<file path="src/core/iosf_pkg.sv">
// Package for the I/O slave fallback, counter and offset block
package iosf_pkg;
  localparam int CLK_NS = 20;
  localparam longint STEP_NS = 280000000;
  localparam int STEP_CYCLES = int'(STEP_NS / CLK_NS);
  localparam int AW = 6;
  localparam logic [AW-1:0] OFS_CTRL = 6'h00;
  localparam logic [AW-1:0] OFS_DELAY = 6'h04;
  localparam logic [AW-1:0] OFS_FB0 = 6'h08;
  localparam logic [AW-1:0] OFS_FB1 = 6'h0C;
  localparam logic [AW-1:0] OFS_OFF0 = 6'h10;
  localparam logic [AW-1:0] OFS_OFF1 = 6'h14;
  localparam logic [AW-1:0] OFS_STAT = 6'h18;
  localparam logic [AW-1:0] OFS_IRQ = 6'h1C;
  localparam logic [AW-1:0] OFS_MASK = 6'h20;
  localparam logic [AW-1:0] OFS_SP0 = 6'h24;
  localparam logic [AW-1:0] OFS_SP1 = 6'h28;
  localparam logic [AW-1:0] OFS_CNT0 = 6'h2C;
  localparam logic [AW-1:0] OFS_CNT1 = 6'h30;
  localparam logic [AW-1:0] OFS_COR0 = 6'h34;
  localparam logic [AW-1:0] OFS_COR1 = 6'h38;
  // Control field positions
  localparam int CTRL_HOLD = 0;
  localparam int CTRL_CLR = 2;
  localparam int CTRL_SAT = 4;
  localparam logic [5:0] CTRL_RST = 6'h3F;
  localparam logic [7:0] DELAY_RST = 8'h00;
  localparam logic [15:0] FB_RST = 16'h0000;
  localparam logic [15:0] OFF_RST = 16'h0000;
  // Interrupt event bits
  localparam int EV_LOST = 0;
  localparam int EV_BACK = 1;
  localparam int EV_CLR0 = 2;
  localparam int EV_CLR1 = 3;
  localparam int NEV = 4;
  localparam logic [8:0] ELAPSED_MAX = 9'h100;

  typedef struct packed {
    logic activity;
    logic wr;
    logic wr_ch;
    logic [15:0] wr_data;
    logic cnt_rd;
    logic cnt_ch;
    logic cnt_both;
  } iosf_mb_req_t;

  typedef struct packed {
    logic [AW-1:0] address;
    logic read;
    logic write;
    logic [3:0] byteenable;
    logic [31:0] writedata;
  } iosf_avs_req_t;

  typedef enum logic {BUS_IDLE, BUS_ACK} iosf_bus_t;
endpackage

</file>
<file path="src/core/iosf_core.sv">
// Fallback, pulse counter and offset logic of an I/O slave
`timescale 1ns/10ps
// Contract
// Hold set: setpoint keeps last value on loss
// Hold clear: setpoint takes fallback on loss
// Per-channel fallback value, default 0
// Loss declared after delay of 0.28 s steps; code declares it only after delay+1 steps
// Clear-after-read zeroes counter after read
// Clear only when both words polled together
// Clear disabled: reads never alter counter
// Capture and clear atomic, no pulse lost
// Offset-corrected word per input channel
// Saturation off: result wraps modulo 2^16
// Saturation on: result floors at zero
// Saturation setting held per channel
module iosf_core
  import iosf_pkg::*;
#(
  parameter int TICK_CYCLES = STEP_CYCLES,
  parameter int NCH = 2
) (
  // Clock and reset
  input wire logic clk,
  input wire logic sys_rst,
  // Avalon-MM slave
  input wire logic [AW-1:0] avs_address,
  input wire logic avs_read,
  input wire logic avs_write,
  input wire logic [3:0] avs_byteenable,
  input wire logic [31:0] avs_writedata,
  output logic [31:0] avs_readdata,
  output logic avs_waitrequest,
  output logic irq,
  // Modbus protocol side
  input wire iosf_mb_req_t mb_req,
  output logic [31:0] mb_cnt_data,
  output logic mb_cnt_valid,
  // Field pins and values
  input wire logic [NCH-1:0] pulse_in,
  input wire logic [NCH-1:0][15:0] analog_input_high_word,
  output logic [NCH-1:0][15:0] analog_out_setpoint,
  output logic [NCH-1:0][15:0] offset_corrected_word,
  output logic link_lost
);
  typedef struct packed {
    iosf_bus_t bus;
    logic [31:0] rdata;
    logic [5:0] ctrl;
    logic [7:0] delay;
    logic [NCH-1:0][15:0] fallback_setpoint;
    logic [NCH-1:0][15:0] input_offset_value;
    logic [NEV-1:0] ev;
    logic [NEV-1:0] mask;
    logic [NCH-1:0][15:0] setpoint;
    logic [NCH-1:0][31:0] count;
    logic [NCH-1:0][15:0] corr;
    logic [NCH-1:0] sync1;
    logic [NCH-1:0] sync2;
    logic [NCH-1:0] sync3;
    logic [31:0] presc;
    logic [8:0] elapsed;
    logic lost;
    logic [31:0] cap;
    logic cap_valid;
  } iosf_state_t;

  localparam iosf_state_t ST_RST = '{
    bus: BUS_IDLE, rdata: 32'h0000_0000, ctrl: CTRL_RST, delay: DELAY_RST,
    fallback_setpoint: {NCH{FB_RST}}, input_offset_value: {NCH{OFF_RST}},
    ev: '0, mask: '0, setpoint: '0, count: '0, corr: '0,
    sync1: '0, sync2: '0, sync3: '0, presc: 32'h0000_0000,
    elapsed: 9'h000, lost: 1'b0, cap: 32'h0000_0000, cap_valid: 1'b0};

  iosf_state_t s_q;
  iosf_state_t s_d;
  iosf_avs_req_t avs;
  logic [NCH-1:0][15:0] corr_w;

  function automatic logic [31:0] be_merge(input logic [31:0] old_v,
                                           input logic [31:0] new_v,
                                           input logic [3:0] be);
    logic [31:0] r;
    r = old_v;
    for (int b = 0; b < 4; b++) begin
      if (be[b]) begin
        r[8*b +: 8] = new_v[8*b +: 8];
      end
    end
    return r;
  endfunction

  assign avs = '{address: avs_address, read: avs_read, write: avs_write,
                 byteenable: avs_byteenable, writedata: avs_writedata};

  // Offset correction per channel
  for (genvar c = 0; c < NCH; c++) begin : g_off
    iosf_offset u_off (
      .high_word(analog_input_high_word[c]),
      .offset(s_q.input_offset_value[c]),
      .sat_en(s_q.ctrl[CTRL_SAT + c]),
      .corrected(corr_w[c])
    );
  end

  always_comb begin
    logic [31:0] rd;
    logic [31:0] wv;
    logic do_wr;
    logic tick;
    logic silent_over;
    logic [NCH-1:0] inc;
    logic [NEV-1:0] ev_set;
    rd = 32'h0000_0000;
    wv = 32'h0000_0000;
    do_wr = 1'b0;
    tick = 1'b0;
    silent_over = 1'b0;
    inc = '0;
    ev_set = '0;
    s_d = s_q;
    s_d.cap_valid = 1'b0;

    // Bus slave: decode on first edge, complete on second
    case (s_q.bus)
      BUS_IDLE: begin
        if (avs.read || avs.write) begin
          s_d.bus = BUS_ACK;
        end
      end
      BUS_ACK: begin
        s_d.bus = BUS_IDLE;
        do_wr = avs.write;
      end
      default: begin
        s_d.bus = BUS_IDLE;
      end
    endcase

    case (avs.address)
      OFS_CTRL: rd = {26'h0, s_q.ctrl};
      OFS_DELAY: rd = {24'h0, s_q.delay};
      OFS_FB0: rd = {16'h0, s_q.fallback_setpoint[0]};
      OFS_FB1: rd = {16'h0, s_q.fallback_setpoint[1]};
      OFS_OFF0: rd = {16'h0, s_q.input_offset_value[0]};
      OFS_OFF1: rd = {16'h0, s_q.input_offset_value[1]};
      OFS_STAT: rd = {31'h0, s_q.lost};
      OFS_IRQ: rd = {28'h0, s_q.ev};
      OFS_MASK: rd = {28'h0, s_q.mask};
      OFS_SP0: rd = {16'h0, s_q.setpoint[0]};
      OFS_SP1: rd = {16'h0, s_q.setpoint[1]};
      OFS_CNT0: rd = s_q.count[0];
      OFS_CNT1: rd = s_q.count[1];
      OFS_COR0: rd = {16'h0, s_q.corr[0]};
      OFS_COR1: rd = {16'h0, s_q.corr[1]};
      default: rd = 32'h0000_0000;
    endcase
    if (s_q.bus == BUS_IDLE) begin
      s_d.rdata = rd;
    end

    wv = be_merge(rd, avs.writedata, avs.byteenable);
    if (do_wr) begin
      case (avs.address)
        OFS_CTRL: s_d.ctrl = wv[5:0];
        OFS_DELAY: s_d.delay = wv[7:0];
        OFS_FB0: s_d.fallback_setpoint[0] = wv[15:0];
        OFS_FB1: s_d.fallback_setpoint[1] = wv[15:0];
        OFS_OFF0: s_d.input_offset_value[0] = wv[15:0];
        OFS_OFF1: s_d.input_offset_value[1] = wv[15:0];
        OFS_MASK: s_d.mask = wv[NEV-1:0];
        default: begin
        end
      endcase
    end

    // Pulse input synchronisers
    s_d.sync1 = pulse_in;
    s_d.sync2 = s_q.sync1;
    s_d.sync3 = s_q.sync2;
    inc = s_q.sync2 & ~s_q.sync3;

    // Counters with atomic capture and clear
    s_d.cap = s_q.cap;
    for (int c = 0; c < NCH; c++) begin
      s_d.count[c] = s_q.count[c] + {31'h0, inc[c]};
      if (mb_req.cnt_rd && (int'(mb_req.cnt_ch) == c)) begin
        s_d.cap = s_q.count[c];
        s_d.cap_valid = 1'b1;
        if (mb_req.cnt_both && s_q.ctrl[CTRL_CLR + c]) begin
          s_d.count[c] = {31'h0, inc[c]};
          ev_set[EV_CLR0 + c] = 1'b1;
        end
      end
    end

    // Link-loss timer in steps since last traffic
    if (mb_req.activity || mb_req.wr) begin
      s_d.presc = 32'h0000_0000;
      s_d.elapsed = 9'h000;
    end else begin
      tick = (s_q.presc >= 32'(TICK_CYCLES - 1));
      s_d.presc = tick ? 32'h0000_0000 : s_q.presc + 32'h0000_0001;
      if (tick && (s_q.elapsed != ELAPSED_MAX)) begin
        s_d.elapsed = s_q.elapsed + 9'h001;
      end
    end
    silent_over = (s_q.elapsed > {1'b0, s_q.delay});
    s_d.lost = silent_over && !(mb_req.activity || mb_req.wr);
    if (s_d.lost && !s_q.lost) begin
      ev_set[EV_LOST] = 1'b1;
    end
    if (!s_d.lost && s_q.lost) begin
      ev_set[EV_BACK] = 1'b1;
    end

    // Setpoints: master writes, fallback on loss entry
    for (int c = 0; c < NCH; c++) begin
      if (mb_req.wr && (int'(mb_req.wr_ch) == c)) begin
        s_d.setpoint[c] = mb_req.wr_data;
      end else if (ev_set[EV_LOST] && !s_q.ctrl[CTRL_HOLD + c]) begin
        s_d.setpoint[c] = s_q.fallback_setpoint[c];
      end else begin
        s_d.setpoint[c] = s_q.setpoint[c];
      end
    end

    // Offset-corrected words
    s_d.corr = corr_w;

    // Sticky events, write one to clear, set wins
    if (do_wr && (avs.address == OFS_IRQ)) begin
      s_d.ev = s_q.ev & ~wv[NEV-1:0];
    end
    s_d.ev = s_d.ev | ev_set;
  end

  always_ff @(posedge clk or posedge sys_rst) begin
    if (sys_rst) begin
      s_q <= ST_RST;
    end else begin
      s_q <= s_d;
    end
  end

  assign avs_waitrequest = (avs.read || avs.write) && (s_q.bus != BUS_ACK);
  assign avs_readdata = s_q.rdata;
  assign irq = |(s_q.ev & s_q.mask);
  assign mb_cnt_data = s_q.cap;
  assign mb_cnt_valid = s_q.cap_valid;
  assign analog_out_setpoint = s_q.setpoint;
  assign offset_corrected_word = s_q.corr;
  assign link_lost = s_q.lost;
endmodule // iosf_core

</file>
<file path="src/core/iosf_offset.sv">
// Offset correction of one analog input high word
`timescale 1ns/10ps
module iosf_offset
  import iosf_pkg::*;
(
  // Operands
  input wire logic [15:0] high_word,
  input wire logic [15:0] offset,
  input wire logic sat_en,
  // Result
  output logic [15:0] corrected
);
  logic [15:0] diff;
  assign diff = high_word - offset;
  assign corrected = (sat_en && (offset > high_word)) ? 16'h0000 : diff;
endmodule // iosf_offset

</file>
<file path="config.mk">
export PLATFORM = sky130hd
export DESIGN_NAME = iosf_core
export DESIGN_NICKNAME = d
export VERILOG_FILES = /design/src/core/iosf_pkg.sv /design/src/core/iosf_core.sv /design/src/core/iosf_offset.sv
export SDC_FILE = /design/constraint.sdc
export NUM_CORES = 1
export LEC_CHECK = 0
export BUFFER_PORTS_ARGS = -buffer_cell sky130_fd_sc_hd__buf_2
export CAP_MARGIN = 20
export CORE_UTILIZATION = 30
export CTS_CLUSTER_DIAMETER = 80
export DETAILED_ROUTE_END_ITERATION = 7
export SKIP_LAST_GASP = 1
export SLEW_MARGIN = 20
export SYNTH_ARGS = -nofsm -noshare
export SYNTH_HDL_FRONTEND = slang
export SYNTH_SLANG_ARGS = --single-unit
</file>
<file path="constraint.sdc">
create_clock -name clk -period 9.2 [get_ports clk]
set_input_delay 0.46 -clock clk [delete_from_list [all_inputs] [get_ports clk]]
set_output_delay 0.46 -clock clk [all_outputs]
set_load 0.1 [all_outputs]
</file>
==> results.md, run 1 <==
- Clock share of power: 27.9%
- CP max FO: 15
- Vias in the first global route: 13500
- CTS H-tree lvls: 2
- Yosys reg bits: 328
- IO Count: 234
- Unrepaired setup endpoints after global routing: no
- Synthesis-to-finish area growth: 12.7%
- Final setup TNS: 0 ns
- Die area: 59500 um2
- Rows: 88
- Root buf cell: clkbuf_16
- Vias: 14000
- Worst-Skew Late Latency: 0.58 ns
- Asr flop ratio synth: 100%
- YS warnings: 0
- Fill count: 5936
- Logic gate share of total power: 33.4%
- Final Total Pwr: 0.00551 W
- Seq/Total Area, Yosys: 46.8%
- Worst R2R Start: s_q[233]$_DFFE_PP0P_
- Synth cell types: 70
- EDFF count, synth: 0
- Worst clock skew: 0.0387 ns
- Achievable Freq: 0.294 GHz
- Port bufs: 215
- Floorplan core area: 57800 um2
- CP endpoint kind: flip-flop
- RD Place Congestion: 0.924
- Final Hold Fails: 0
- Setup crit end: offset_corrected_word[29]$_DFF_PP0_
- Worst setup margin: 5.80 ns
- Clock period minus worst slack: 3.40 ns
- Measured slew at the worst slew-check pin: 1.10 ns
- DRT iter0 DRCs: 1276
- Layout cells sized above 1: 18.4%
- Die height: 244 um
- Register share of total power: 38.7%
- Worst Path Required: 9.66 ns
- Cts repair resizes: 0
- WS Path Type: flip-flop to flip-flop
- # DRC: 0
- Most common cell after layout, fill and taps aside: dfrtp_1
- Clock sink count: 328
- Static Leak: 8.51 nW
- Critical Path Source: s_q[233]$_DFFE_PP0P_
- Nets: 2060
- Worst reg2reg endpoint: offset_corrected_word[29]$_DFF_PP0_
- Routed WL: 56300 um
- Int Pwr: 0.00305 W
- Run status: completed
- R2R depth: 10
- Period utilization: 37.0%
- Number of nets with antenna violations after routing: 0
- Routed WL per cell: 20.8 um
- Synth Instances: 1836
- Top cell type's share of synthesized area: 45.9%
- Worst Hold Class: input pin to flip-flop
- Yosys top cell by area: dfrtp_1
- Top FF cell, synth: dfrtp_1
- Die X: 244 um
- Via density: 5.16
- Post-CTS Setup Inserts: 0
- Mean post-synth cell area: 9.57 um2
- Initial antenna violation count: 9
- R2R Setup Slk: 5.80 ns
- GR Util All Layers: 18.8%
- Sw Share: 44.6%
- CTS tree: built
- Endpoints failing setup: 0
- Max Cap Viol: 0
- Ranking of synthesized cells by area: dfrtp_1 46%, buf_4 5.6%, nor2_1 4.4%
- Max Buffers Root-to-Sink: 3
- Post-Syn Area: 17600 um2
- Total CTS buffers: 39
- Critical path startpoint category: flip-flop
- Post-Place Worst Slack: 5.61 ns
- GRT overflow: 0
- Clock slew at reported path FFs: 0.06 ns
- Cell area power density: 278 nW/um2
- DRT Pass-1 Iters: 5
- Max Slew Vio Count: 0
- Worst slew margin: 26.5%
- Peak supply drop: 203 uV
- Net switching power: 0.00246 W
- Post-CTS Hold Buffers: 0
- Commonest cells after routing, fill and taps aside: 322 x dfrtp_1, 215 x buf_2, 206 x nor2_1
- Initial Utilization: 30.4%
- Largest net degree at the start of global routing: 83
- First-pass GRT wire length: 85200 um
- Data arrival, critical path: 3.86 ns
- Detailed placement HPWL: 41700 um
==> power by group through the flow <==
| stage | sequential (W) | combinational, W | clock, W |
|---|---|---|---|
| 2_1_floorplan | 0.00197 | 0.00171 | 0 |
| 3_3_place_gp | 0.00213 | 0.00182 | 0 |
| 3_5_place_dp | 0.00214 | 0.00184 | 0 |
| 4_1_cts | 0.00212 | 0.00185 | 0.00157 |
| 5_1_grt | 0.00217 | 0.00195 | 0.00162 |
| 6_report | 0.00213 | 0.00184 | 0.00154 |
==> critical path, cell delays in order, from the launching register on <==
cell      delay, ns
dfrtp_1        0.42
ha_1           0.20
inv_1          0.06
fa_1           0.42
a211oi_1       0.37
o21a_1         0.23
o211ai_1       0.14
a211oi_1       0.49
o31a_1         0.59
nor2b_1        0.09
mux2_2         0.28
==> flip-flops by register name, summed over array words and instances, names as in the netlist <==
signal and cells:
offset_corrected_word 32, mb_cnt_data 32, s_d 4, analog_out_setpoint 32, avs_readdata 32, link_lost 1
s_q 194, mb_cnt_valid 1
==> synthesized netlist by cell type, types with 13 or more instances <==
master    instances
nor2_1          206
o21ai_1          13
nand2_1         158
nand4_1          32
nor2b_1          16
dfrtp_1         322
buf_4           132
xnor2_1          34
xor2_1           63
nand3_1          80
a22oi_1          50
a22o_1           18
mux2_2           26
nor3_1           15
o21ai_0          83
and3_1           32
o21a_1           16
clkbuf_1         61
inv_1            61
ha_1             47
o31ai_1          25
a21oi_1          90
mux2i_1          57
and2_1           26
a21o_1           14
==> worst min-delay path by stage <==
stage,end,cells after the start,startpoint
2_1_floorplan,s_d[75]$_DFF_PP0_,0,s_d[77]$_DFF_PP0_
3_3_place_gp,s_d[75]$_DFF_PP0_,0,s_d[77]$_DFF_PP0_
3_5_place_dp,s_d[76]$_DFF_PP0_,0,s_d[78]$_DFF_PP0_
4_1_cts,s_d[78]$_DFF_PP0_,1,pulse_in[1]
5_1_grt,s_d[78]$_DFF_PP0_,1,pulse_in[1]
6_report,s_d[78]$_DFF_PP0_,1,pulse_in[1]
==> cell families after synthesis <==
kind of cell / Yosys count / share of synthesized area [%]
buffers and inverters: 280 / 9.02
AOI/OAI and AO/OA: 377 / 14.1
and+or+nand+nor: 621 / 16.7
DFF: 328 / 46.8
xor gates and xnor gates: 97 / 4.84
other: 1 / 0.0213
muxes: 83 / 4.91
adders and majority gates: 49 / 3.57
==> per-stage QoR <==
stage	instance area [um2]	hold slack [ns]	cells	util, %
6_report	19800	0.0517	2706	34.3
5_1_grt	19800	0.0364	2703	34.2
4_1_cts	19800	0.0338	2701	34.2
3_5_place_dp	18500	0.345	2631	32.0
3_3_place_gp	18500	0.340	2631	32.0
2_1_floorplan	17600	0.331	1843	-
==> layout make-up <==
class / instances / area [um2] / area share, %
Antenna cell: 3 / 7.51 / 0.0379
Multi-Input combinational cell: 1235 / 7800 / 39.4
Clock buffer: 60 / 1170 / 5.93
Clock inverter: 10 / 101 / 0.512
Sequential cell: 328 / 8220 / 41.5
Inverter: 62 / 236 / 1.19
Timing Repair Buffer: 243 / 1310 / 6.59
Tap cell: 765 / 957 / 4.83
==> layer usage <==
metal | share of wire, % | GRT usage (%) | up-vias
met4 | 2.2 | 5.53 | 4
li1 | - | - | 6458
met1 | 45 | 26.5 | 6927
met5 | 0.050 | 0 | -
met2 | 45 | 28.8 | 515
met3 | 7.7 | 4.01 | 72
No activity file was read; power rests on OpenSTA's default activity.
==> run 2, diff against run 1 <==
==> constraint.sdc (replaced) <==
create_clock -name clk -period 3.4 [get_ports clk]
set_input_delay 0.17 -clock clk [delete_from_list [all_inputs] [get_ports clk]]
set_output_delay 0.17 -clock clk [all_outputs]
set_load 0.1 [all_outputs]
==> results.md, run 2 (synthesis results as in run 1) <==
- CP max FO: 13 (was 15)
- Via density: 5.18 (was 5.16)
- Total CTS buffers: 39 (unchanged)
- Multi-input logic area: 7810 um2 (was 7800 um2)
- Run status: completed (unchanged)
- Fill count: 5844 (was 5936)
- Register area: 8220 um2 (unchanged)
- Clock sink count: 328 (unchanged)
- Clock period minus worst slack: 3.13 ns (was 3.40 ns)
- Worst clock skew: 0.0110 ns (was 0.0387 ns)
- # DRC: 0 (unchanged)
- WS Path Type: flip-flop to flip-flop (unchanged)
- Max Slew Vio Count: 0 (unchanged)
- Worst Path Required: 3.81 ns (was 9.66 ns)
- Initial antenna violation count: 5 (was 9)
- Achievable Freq: 0.320 GHz (was 0.294 GHz)
- GR Util All Layers: 19.2% (was 18.8%)
- First-pass GRT wire length: 86400 um (was 85200 um)
- CTS H-tree lvls: 2 (unchanged)
- DRT Pass-1 Iters: 5 (unchanged)
- Nets: 2095 (was 2060)
- Worst slew margin: 31.4% (was 26.5%)
- DRT iter0 DRCs: 1286 (was 1276)
- Max Cap Viol: 0 (unchanged)
- Die height: 244 um (unchanged)
- Root buf cell: clkbuf_16 (unchanged)
- Initial Utilization: 30.4% (unchanged)
- Worst setup margin: 0.273 ns (was 5.80 ns)
- Synthesis-to-finish area growth: 15.0% (was 12.7%)
- Endpoints failing setup: 0 (unchanged)
- Worst-Skew Late Latency: 0.56 ns (was 0.58 ns)
- Floorplan core area: 57800 um2 (unchanged)
- Logic gate share of total power: 33.1% (was 33.4%)
- Max Buffers Root-to-Sink: 3 (unchanged)
- Rows: 88 (unchanged)
- GRT overflow: 0 (unchanged)
- Layout cells sized above 1: 18.7% (was 18.4%)
- Int Pwr: 0.00847 W (was 0.00305 W)
- Most common cell after layout, fill and taps aside: dfrtp_1 (unchanged)
- Clock slew at reported path FFs: 0.06 ns (about the same)
- RD Place Congestion: 0.937 (was 0.924)
- Vias in the first global route: 13800 (was 13500)
- Most flop-heavy register: s_q (unchanged)
- Net switching power: 0.00670 W (was 0.00246 W)
- IO Count: 234 (unchanged)
- Sw Share: 44.2% (was 44.6%)
- Measured slew at the worst slew-check pin: 1.03 ns (was 1.10 ns)
- Worst Hold Class: input pin to flip-flop (unchanged)
- CP endpoint kind: flip-flop (unchanged)
- Post-Place Worst Slack: 0.373 ns (was 5.61 ns)
- Critical path startpoint category: flip-flop (unchanged)
- Die X: 244 um (unchanged)
- Cts repair resizes: 0 (unchanged)
- Period utilization: 92.0% (was 37.0%)
- Final Hold Fails: 0 (unchanged)
- Max reg flops: 194 (unchanged)
- Routed WL per cell: 20.9 um (was 20.8 um)
- Cell area power density: 751 nW/um2 (was 278 nW/um2)
- Clock share of power: 28.8% (was 27.9%)
- Peak supply drop: 408 uV (was 203 uV)
- Unrepaired setup endpoints after global routing: no (unchanged)
- Port bufs: 215 (unchanged)
- Routed WL: 57100 um (was 56300 um)
- Number of nets with antenna violations after routing: 0 (unchanged)
- Static Leak: 8.70 nW (was 8.51 nW)
- Register share of total power: 38.1% (was 38.7%)
- Largest net degree at the start of global routing: 136 (was 83)
- Detailed placement HPWL: 42500 um (was 41700 um)
- Vias: 14200 (was 14000)
- Data arrival, critical path: 3.54 ns (was 3.86 ns)
- Commonest cells after routing, fill and taps aside: 322 x dfrtp_1, 216 x buf_2, 206 x nor2_1 (was 322 x dfrtp_1, 215 x buf_2, 206 x nor2_1)
- Final setup TNS: 0 ns (unchanged)
- CTS tree: built (unchanged)
- Die area: 59500 um2 (unchanged)
==> run 2: power by group through the flow <==
stage,sequential [W],combinational [W],clock (W)
CTS,0.00575,0.00504,0.00448
finish,0.00578,0.00502,0.00436
global route,0.00589,0.00533,0.00463
global placement,0.00578,0.00494,0
floorplan,0.00534,0.00464,0
detailed placement,0.00581,0.00501,0
==> run 2: critical path, stage by stage (launching register included) <==
cell,delay [ns]
dfrtp_1,0.40
ha_1,0.19
inv_1,0.05
fa_1,0.42
a211oi_1,0.41
o21a_1,0.22
o311ai_0,0.22
a211oi_1,0.36
nor2_1,0.15
a31oi_1,0.25
buf_4,0.24
a211oi_1,0.07
==> run 2: final timing paths <==
path	start	to	slack, ns	cells past startpoint
setup / recovery	s_q[217]$_DFFE_PP0P_	offset_corrected_word[10]$_DFF_PP0_	0.27	11
hold / removal	avs_writedata[10]	s_q[259]$_DFFE_PP0P_	0.03	3
setup reg to reg	s_q[217]$_DFFE_PP0P_	offset_corrected_word[10]$_DFF_PP0_	0.27	11
hold reg to reg	s_d[75]$_DFF_PP0_	s_q[75]$_DFF_PP0_	0.37	0
max in group asynchronous	sys_rst	avs_readdata[16]$_DFFE_PP0N_	2.01	5
min in group asynchronous	sys_rst	s_d[78]$_DFF_PP0_	0.22	3
==> run 2: metal layers <==
layer / GRT usage (%) / share of wire (%) / vias up
met5: 0 / 0.025 / -
met2: 29.3 / 45 / 608
met1: 26.9 / 45 / 6980
met3: 4.04 / 7.9 / 75
li1: - / - / 6527
met4: 6.05 / 2.4 / 2
==> run 2: cell type report <==
class / count / area share [%]
inverter: 62 / 1.17
multi-input combinational: 1235 / 38.6
clock buffer: 56 / 5.65
timing repair buffer: 278 / 8.15
antenna: 2 / 0.0248
sequential: 328 / 40.7
clock inverter: 14 / 0.948
tap: 765 / 4.74
==> run 2: what timing repair did <==
action	CTS	global route
setup endpoints to repair	0	0
hold endpoints to repair	58	0
hold buffers	25	0
setup buffers	0	0
==> run 2: per-stage QoR <==
step	cells	hold WS (ns)	cell area, um2	util [%]	power [W]
2_1_floorplan	1843	0.201	17600	-	0.00998
3_3_place_gp	2642	0.261	18600	32.2	0.0107
3_5_place_dp	2642	0.270	18600	32.2	0.0108
4_1_cts	2737	0.00605	20200	34.9	0.0153
5_1_grt	2738	0.0466	20200	34.9	0.0158
6_report	2740	0.0289	20200	34.9	0.0152
==> run 3, diff against run 2 <==
--- a/config.mk
+++ b/config.mk
@@ -10,6 +10,8 @@
 export CORE_UTILIZATION = 30
 export CTS_CLUSTER_DIAMETER = 80
 export DETAILED_ROUTE_END_ITERATION = 7
+export GPL_TIMING_DRIVEN = 0
+export RECOVER_POWER = 100
 export SKIP_LAST_GASP = 1
 export SLEW_MARGIN = 20
 export SYNTH_ARGS = -nofsm -noshare
==> results.md, run 3 (synthesis results as in run 1) <==
- Run status: finished with violations (was completed)
- Failing checks: max-capacitance violations, max-slew violations
- Placed Cells: 2834 (was 2642)
- GR Util All Layers: 20.5% (was 19.2%)
- Hold path start: mb_req[19] (was avs_writedata[10])
- Net switching power: 0.00686 W (was 0.00670 W)
- Most common cell after layout, fill and taps aside: dfrtp_1 (unchanged)
- Worst Hold Slack: 0.0247 ns (was 0.0289 ns)
- Data arrival, critical path: 3.69 ns (was 3.54 ns)
- Nets: 2290 (was 2095)
- Static Leak: 8.97 nW (was 8.70 nW)
- Period utilization: 95.4% (was 92.0%)
- Endpoints failing setup: 0 (unchanged)
- Fin util: 36.7% (was 34.9%)
- Max Slew Vio Count: 25 (was 0)
- Floorplan core area: 57800 um2 (unchanged)
- CP endpoint kind: flip-flop (unchanged)
- Hold Crit Endpoint: analog_out_setpoint[7]$_DFFE_PP0P_ (was s_q[259]$_DFFE_PP0P_)
- Port bufs: 214 (was 215)
- IO Count: 234 (unchanged)
- Vias: 14900 (was 14200)
- Routed WL: 61200 um (was 57100 um)
- Vias in the first global route: 14700 (was 13800)
- Layout cells sized above 1: 16.0% (was 18.7%)
- DRT Pass-1 Iters: 5 (unchanged)
- Routed WL per cell: 20.8 um (was 20.9 um)
- GRT overflow: 0 (unchanged)
- Measured slew at the worst slew-check pin: 1.78 ns (was 1.03 ns)
- R2R Setup Slk: 0.25 ns (was 0.27 ns)
- Unrepaired setup endpoints after global routing: no (unchanged)
- Worst Hold Class: input pin to flip-flop (unchanged)
- Critical Path Source: avs_address[4] (was s_q[217]$_DFFE_PP0P_)
- Post-CTS Setup Inserts: 0 (unchanged)
- Worst Path Required: 3.84 ns (was 3.81 ns)
- Commonest cells after routing, fill and taps aside: 322 x dfrtp_1, 217 x clkbuf_1, 206 x nor2_1 (was 322 x dfrtp_1, 216 x buf_2, 206 x nor2_1)
- Worst slew margin: -18.9% (was 31.4%)
- Die area: 59500 um2 (unchanged)
- First-pass GRT wire length: 92200 um (was 86400 um)
- CTS tree: built (unchanged)
- Clock slew at reported path FFs: 0.06 ns (about the same)
- Number of nets with antenna violations after routing: 0 (unchanged)
- Fin cells: 2938 (was 2740)
- Worst-Skew Late Latency: 0.57 ns (was 0.56 ns)
- Max reg flops: 194 (unchanged)
- Max Buffers Root-to-Sink: 3 (unchanged)
- Max Cap Viol: 1 (was 0)
- Via density: 5.08 (was 5.18)
- Final Hold Fails: 0 (unchanged)
- Clock period minus worst slack: 3.25 ns (was 3.13 ns)
- Worst clock skew: 0.0311 ns (was 0.0110 ns)
- Detailed placement HPWL: 48000 um (was 42500 um)
- Largest net degree at the start of global routing: 34 (was 136)
- # DRC: 0 (unchanged)
- Initial antenna violation count: 3 (was 5)
- Final Total Pwr: 0.0156 W (was 0.0152 W)
- CTS H-tree lvls: 2 (unchanged)
- DRT iter0 DRCs: 1078 (was 1286)
- Sw Share: 44.1% (was 44.2%)
- Initial Utilization: 30.4% (unchanged)
- Logic gate share of total power: 34.9% (was 33.1%)
- Hold Crit Depth: 3 (unchanged)
- Peak supply drop: 679 uV (was 408 uV)
- RD Place Congestion: 0.917 (was 0.937)
- Worst R2R Start: s_q[36]$_DFFE_PP0P_ (was s_q[217]$_DFFE_PP0P_)
- Rows: 88 (unchanged)
- Worst setup margin: 0.155 ns (was 0.273 ns)
- Most flop-heavy register: s_q (unchanged)
- Cell area power density: 733 nW/um2 (was 751 nW/um2)
- Synthesis-to-finish area growth: 20.8% (was 15.0%)
- Register share of total power: 37.3% (was 38.1%)
- Post-Place Worst Slack: -0.0699 ns (was 0.373 ns)
- Worst reg2reg endpoint: analog_out_setpoint[5]$_DFFE_PP0P_ (was offset_corrected_word[10]$_DFF_PP0_)
- Clock share of power: 27.8% (was 28.8%)
- Die height: 244 um (unchanged)
- Total CTS buffers: 40 (was 39)
- Achievable Freq: 0.308 GHz (was 0.320 GHz)
- Int Pwr: 0.00870 W (was 0.00847 W)
- Critical path startpoint category: input pin (was flip-flop)
- Clock sink count: 328 (unchanged)
- Die X: 244 um (unchanged)
- WS Path Type: input pin to flip-flop (was flip-flop to flip-flop)
- Fill count: 5926 (was 5844)
- CP max FO: 10 (was 13)
- R2R depth: 9 (was 11)
- Root buf cell: clkbuf_16 (unchanged)
run 3: final cells by class:
cell class	instances	area, um2	area share (%)
multi-input combinational	1235	7800	36.7
timing repair buffer	254	1340	6.33
clock buffer	58	1180	5.57
inverter	62	234	1.10
sequential	328	8220	38.7
antenna	2	5.00	0.0236
tap	765	957	4.51
clock inverter	16	158	0.743
buffer	218	1330	6.28
run 3: critical path, stage by stage:
cell and delay (ns):
clkbuf_1 0.11, nor4b_1 0.80, clkbuf_1 0.49, and2_0 0.27, clkbuf_1 0.60, a22oi_1 0.13
and3_1 0.23, a31oi_2 0.50, nand2_1 0.16, a22o_1 0.21
run 3: worst max path at each step:
stage                                          endpoint  slack (ns)  cells after the start
finish                               s_q[213]$_DFF_PP0_        0.15                     10
global route        offset_corrected_word[15]$_DFF_PP0_        0.03                      7
CTS                  offset_corrected_word[4]$_DFF_PP0_        0.17                     11
detailed placement   offset_corrected_word[4]$_DFF_PP0_       -0.07                     11
global placement    offset_corrected_word[31]$_DFF_PP0_       -3.24                      2
floorplan            analog_out_setpoint[0]$_DFFE_PP0P_       -1.14                      1
run 3: layer usage:
layer  up-vias  wire [um]  global-route usage [%]
li1       6915          -                       -
met4         2       1590                    6.14
met5         -          7                       0
met1      7372      27800                    28.9
met2       544      27800                    32.0
met3        83       4120                    3.19
run 3: through the flow:
stage               TNS [ns]  instance area (um2)
CTS                        0                21500
finish                     0                21200
detailed placement    -0.650                19900
global placement    -1036.65                19600
floorplan            -368.30                17600
global route               0                21200
run 3: timing repair:
action | CTS | global route
hold buffers | 28 | 0
gates resized for setup | 1 | 2
hold endpoints to repair | 65 | 0
setup endpoints to repair | 10 | 11
gates cloned | 0 | 0
run 3: power by group through the flow:
stage          sequential (W)  combinational, W  clock [W]
5_1_grt               0.00589           0.00578    0.00458
4_1_cts               0.00577           0.00557    0.00442
3_3_place_gp          0.00581           0.00542          0
2_1_floorplan         0.00534           0.00464          0
6_report              0.00581           0.00543    0.00433
3_5_place_dp          0.00583           0.00552          0
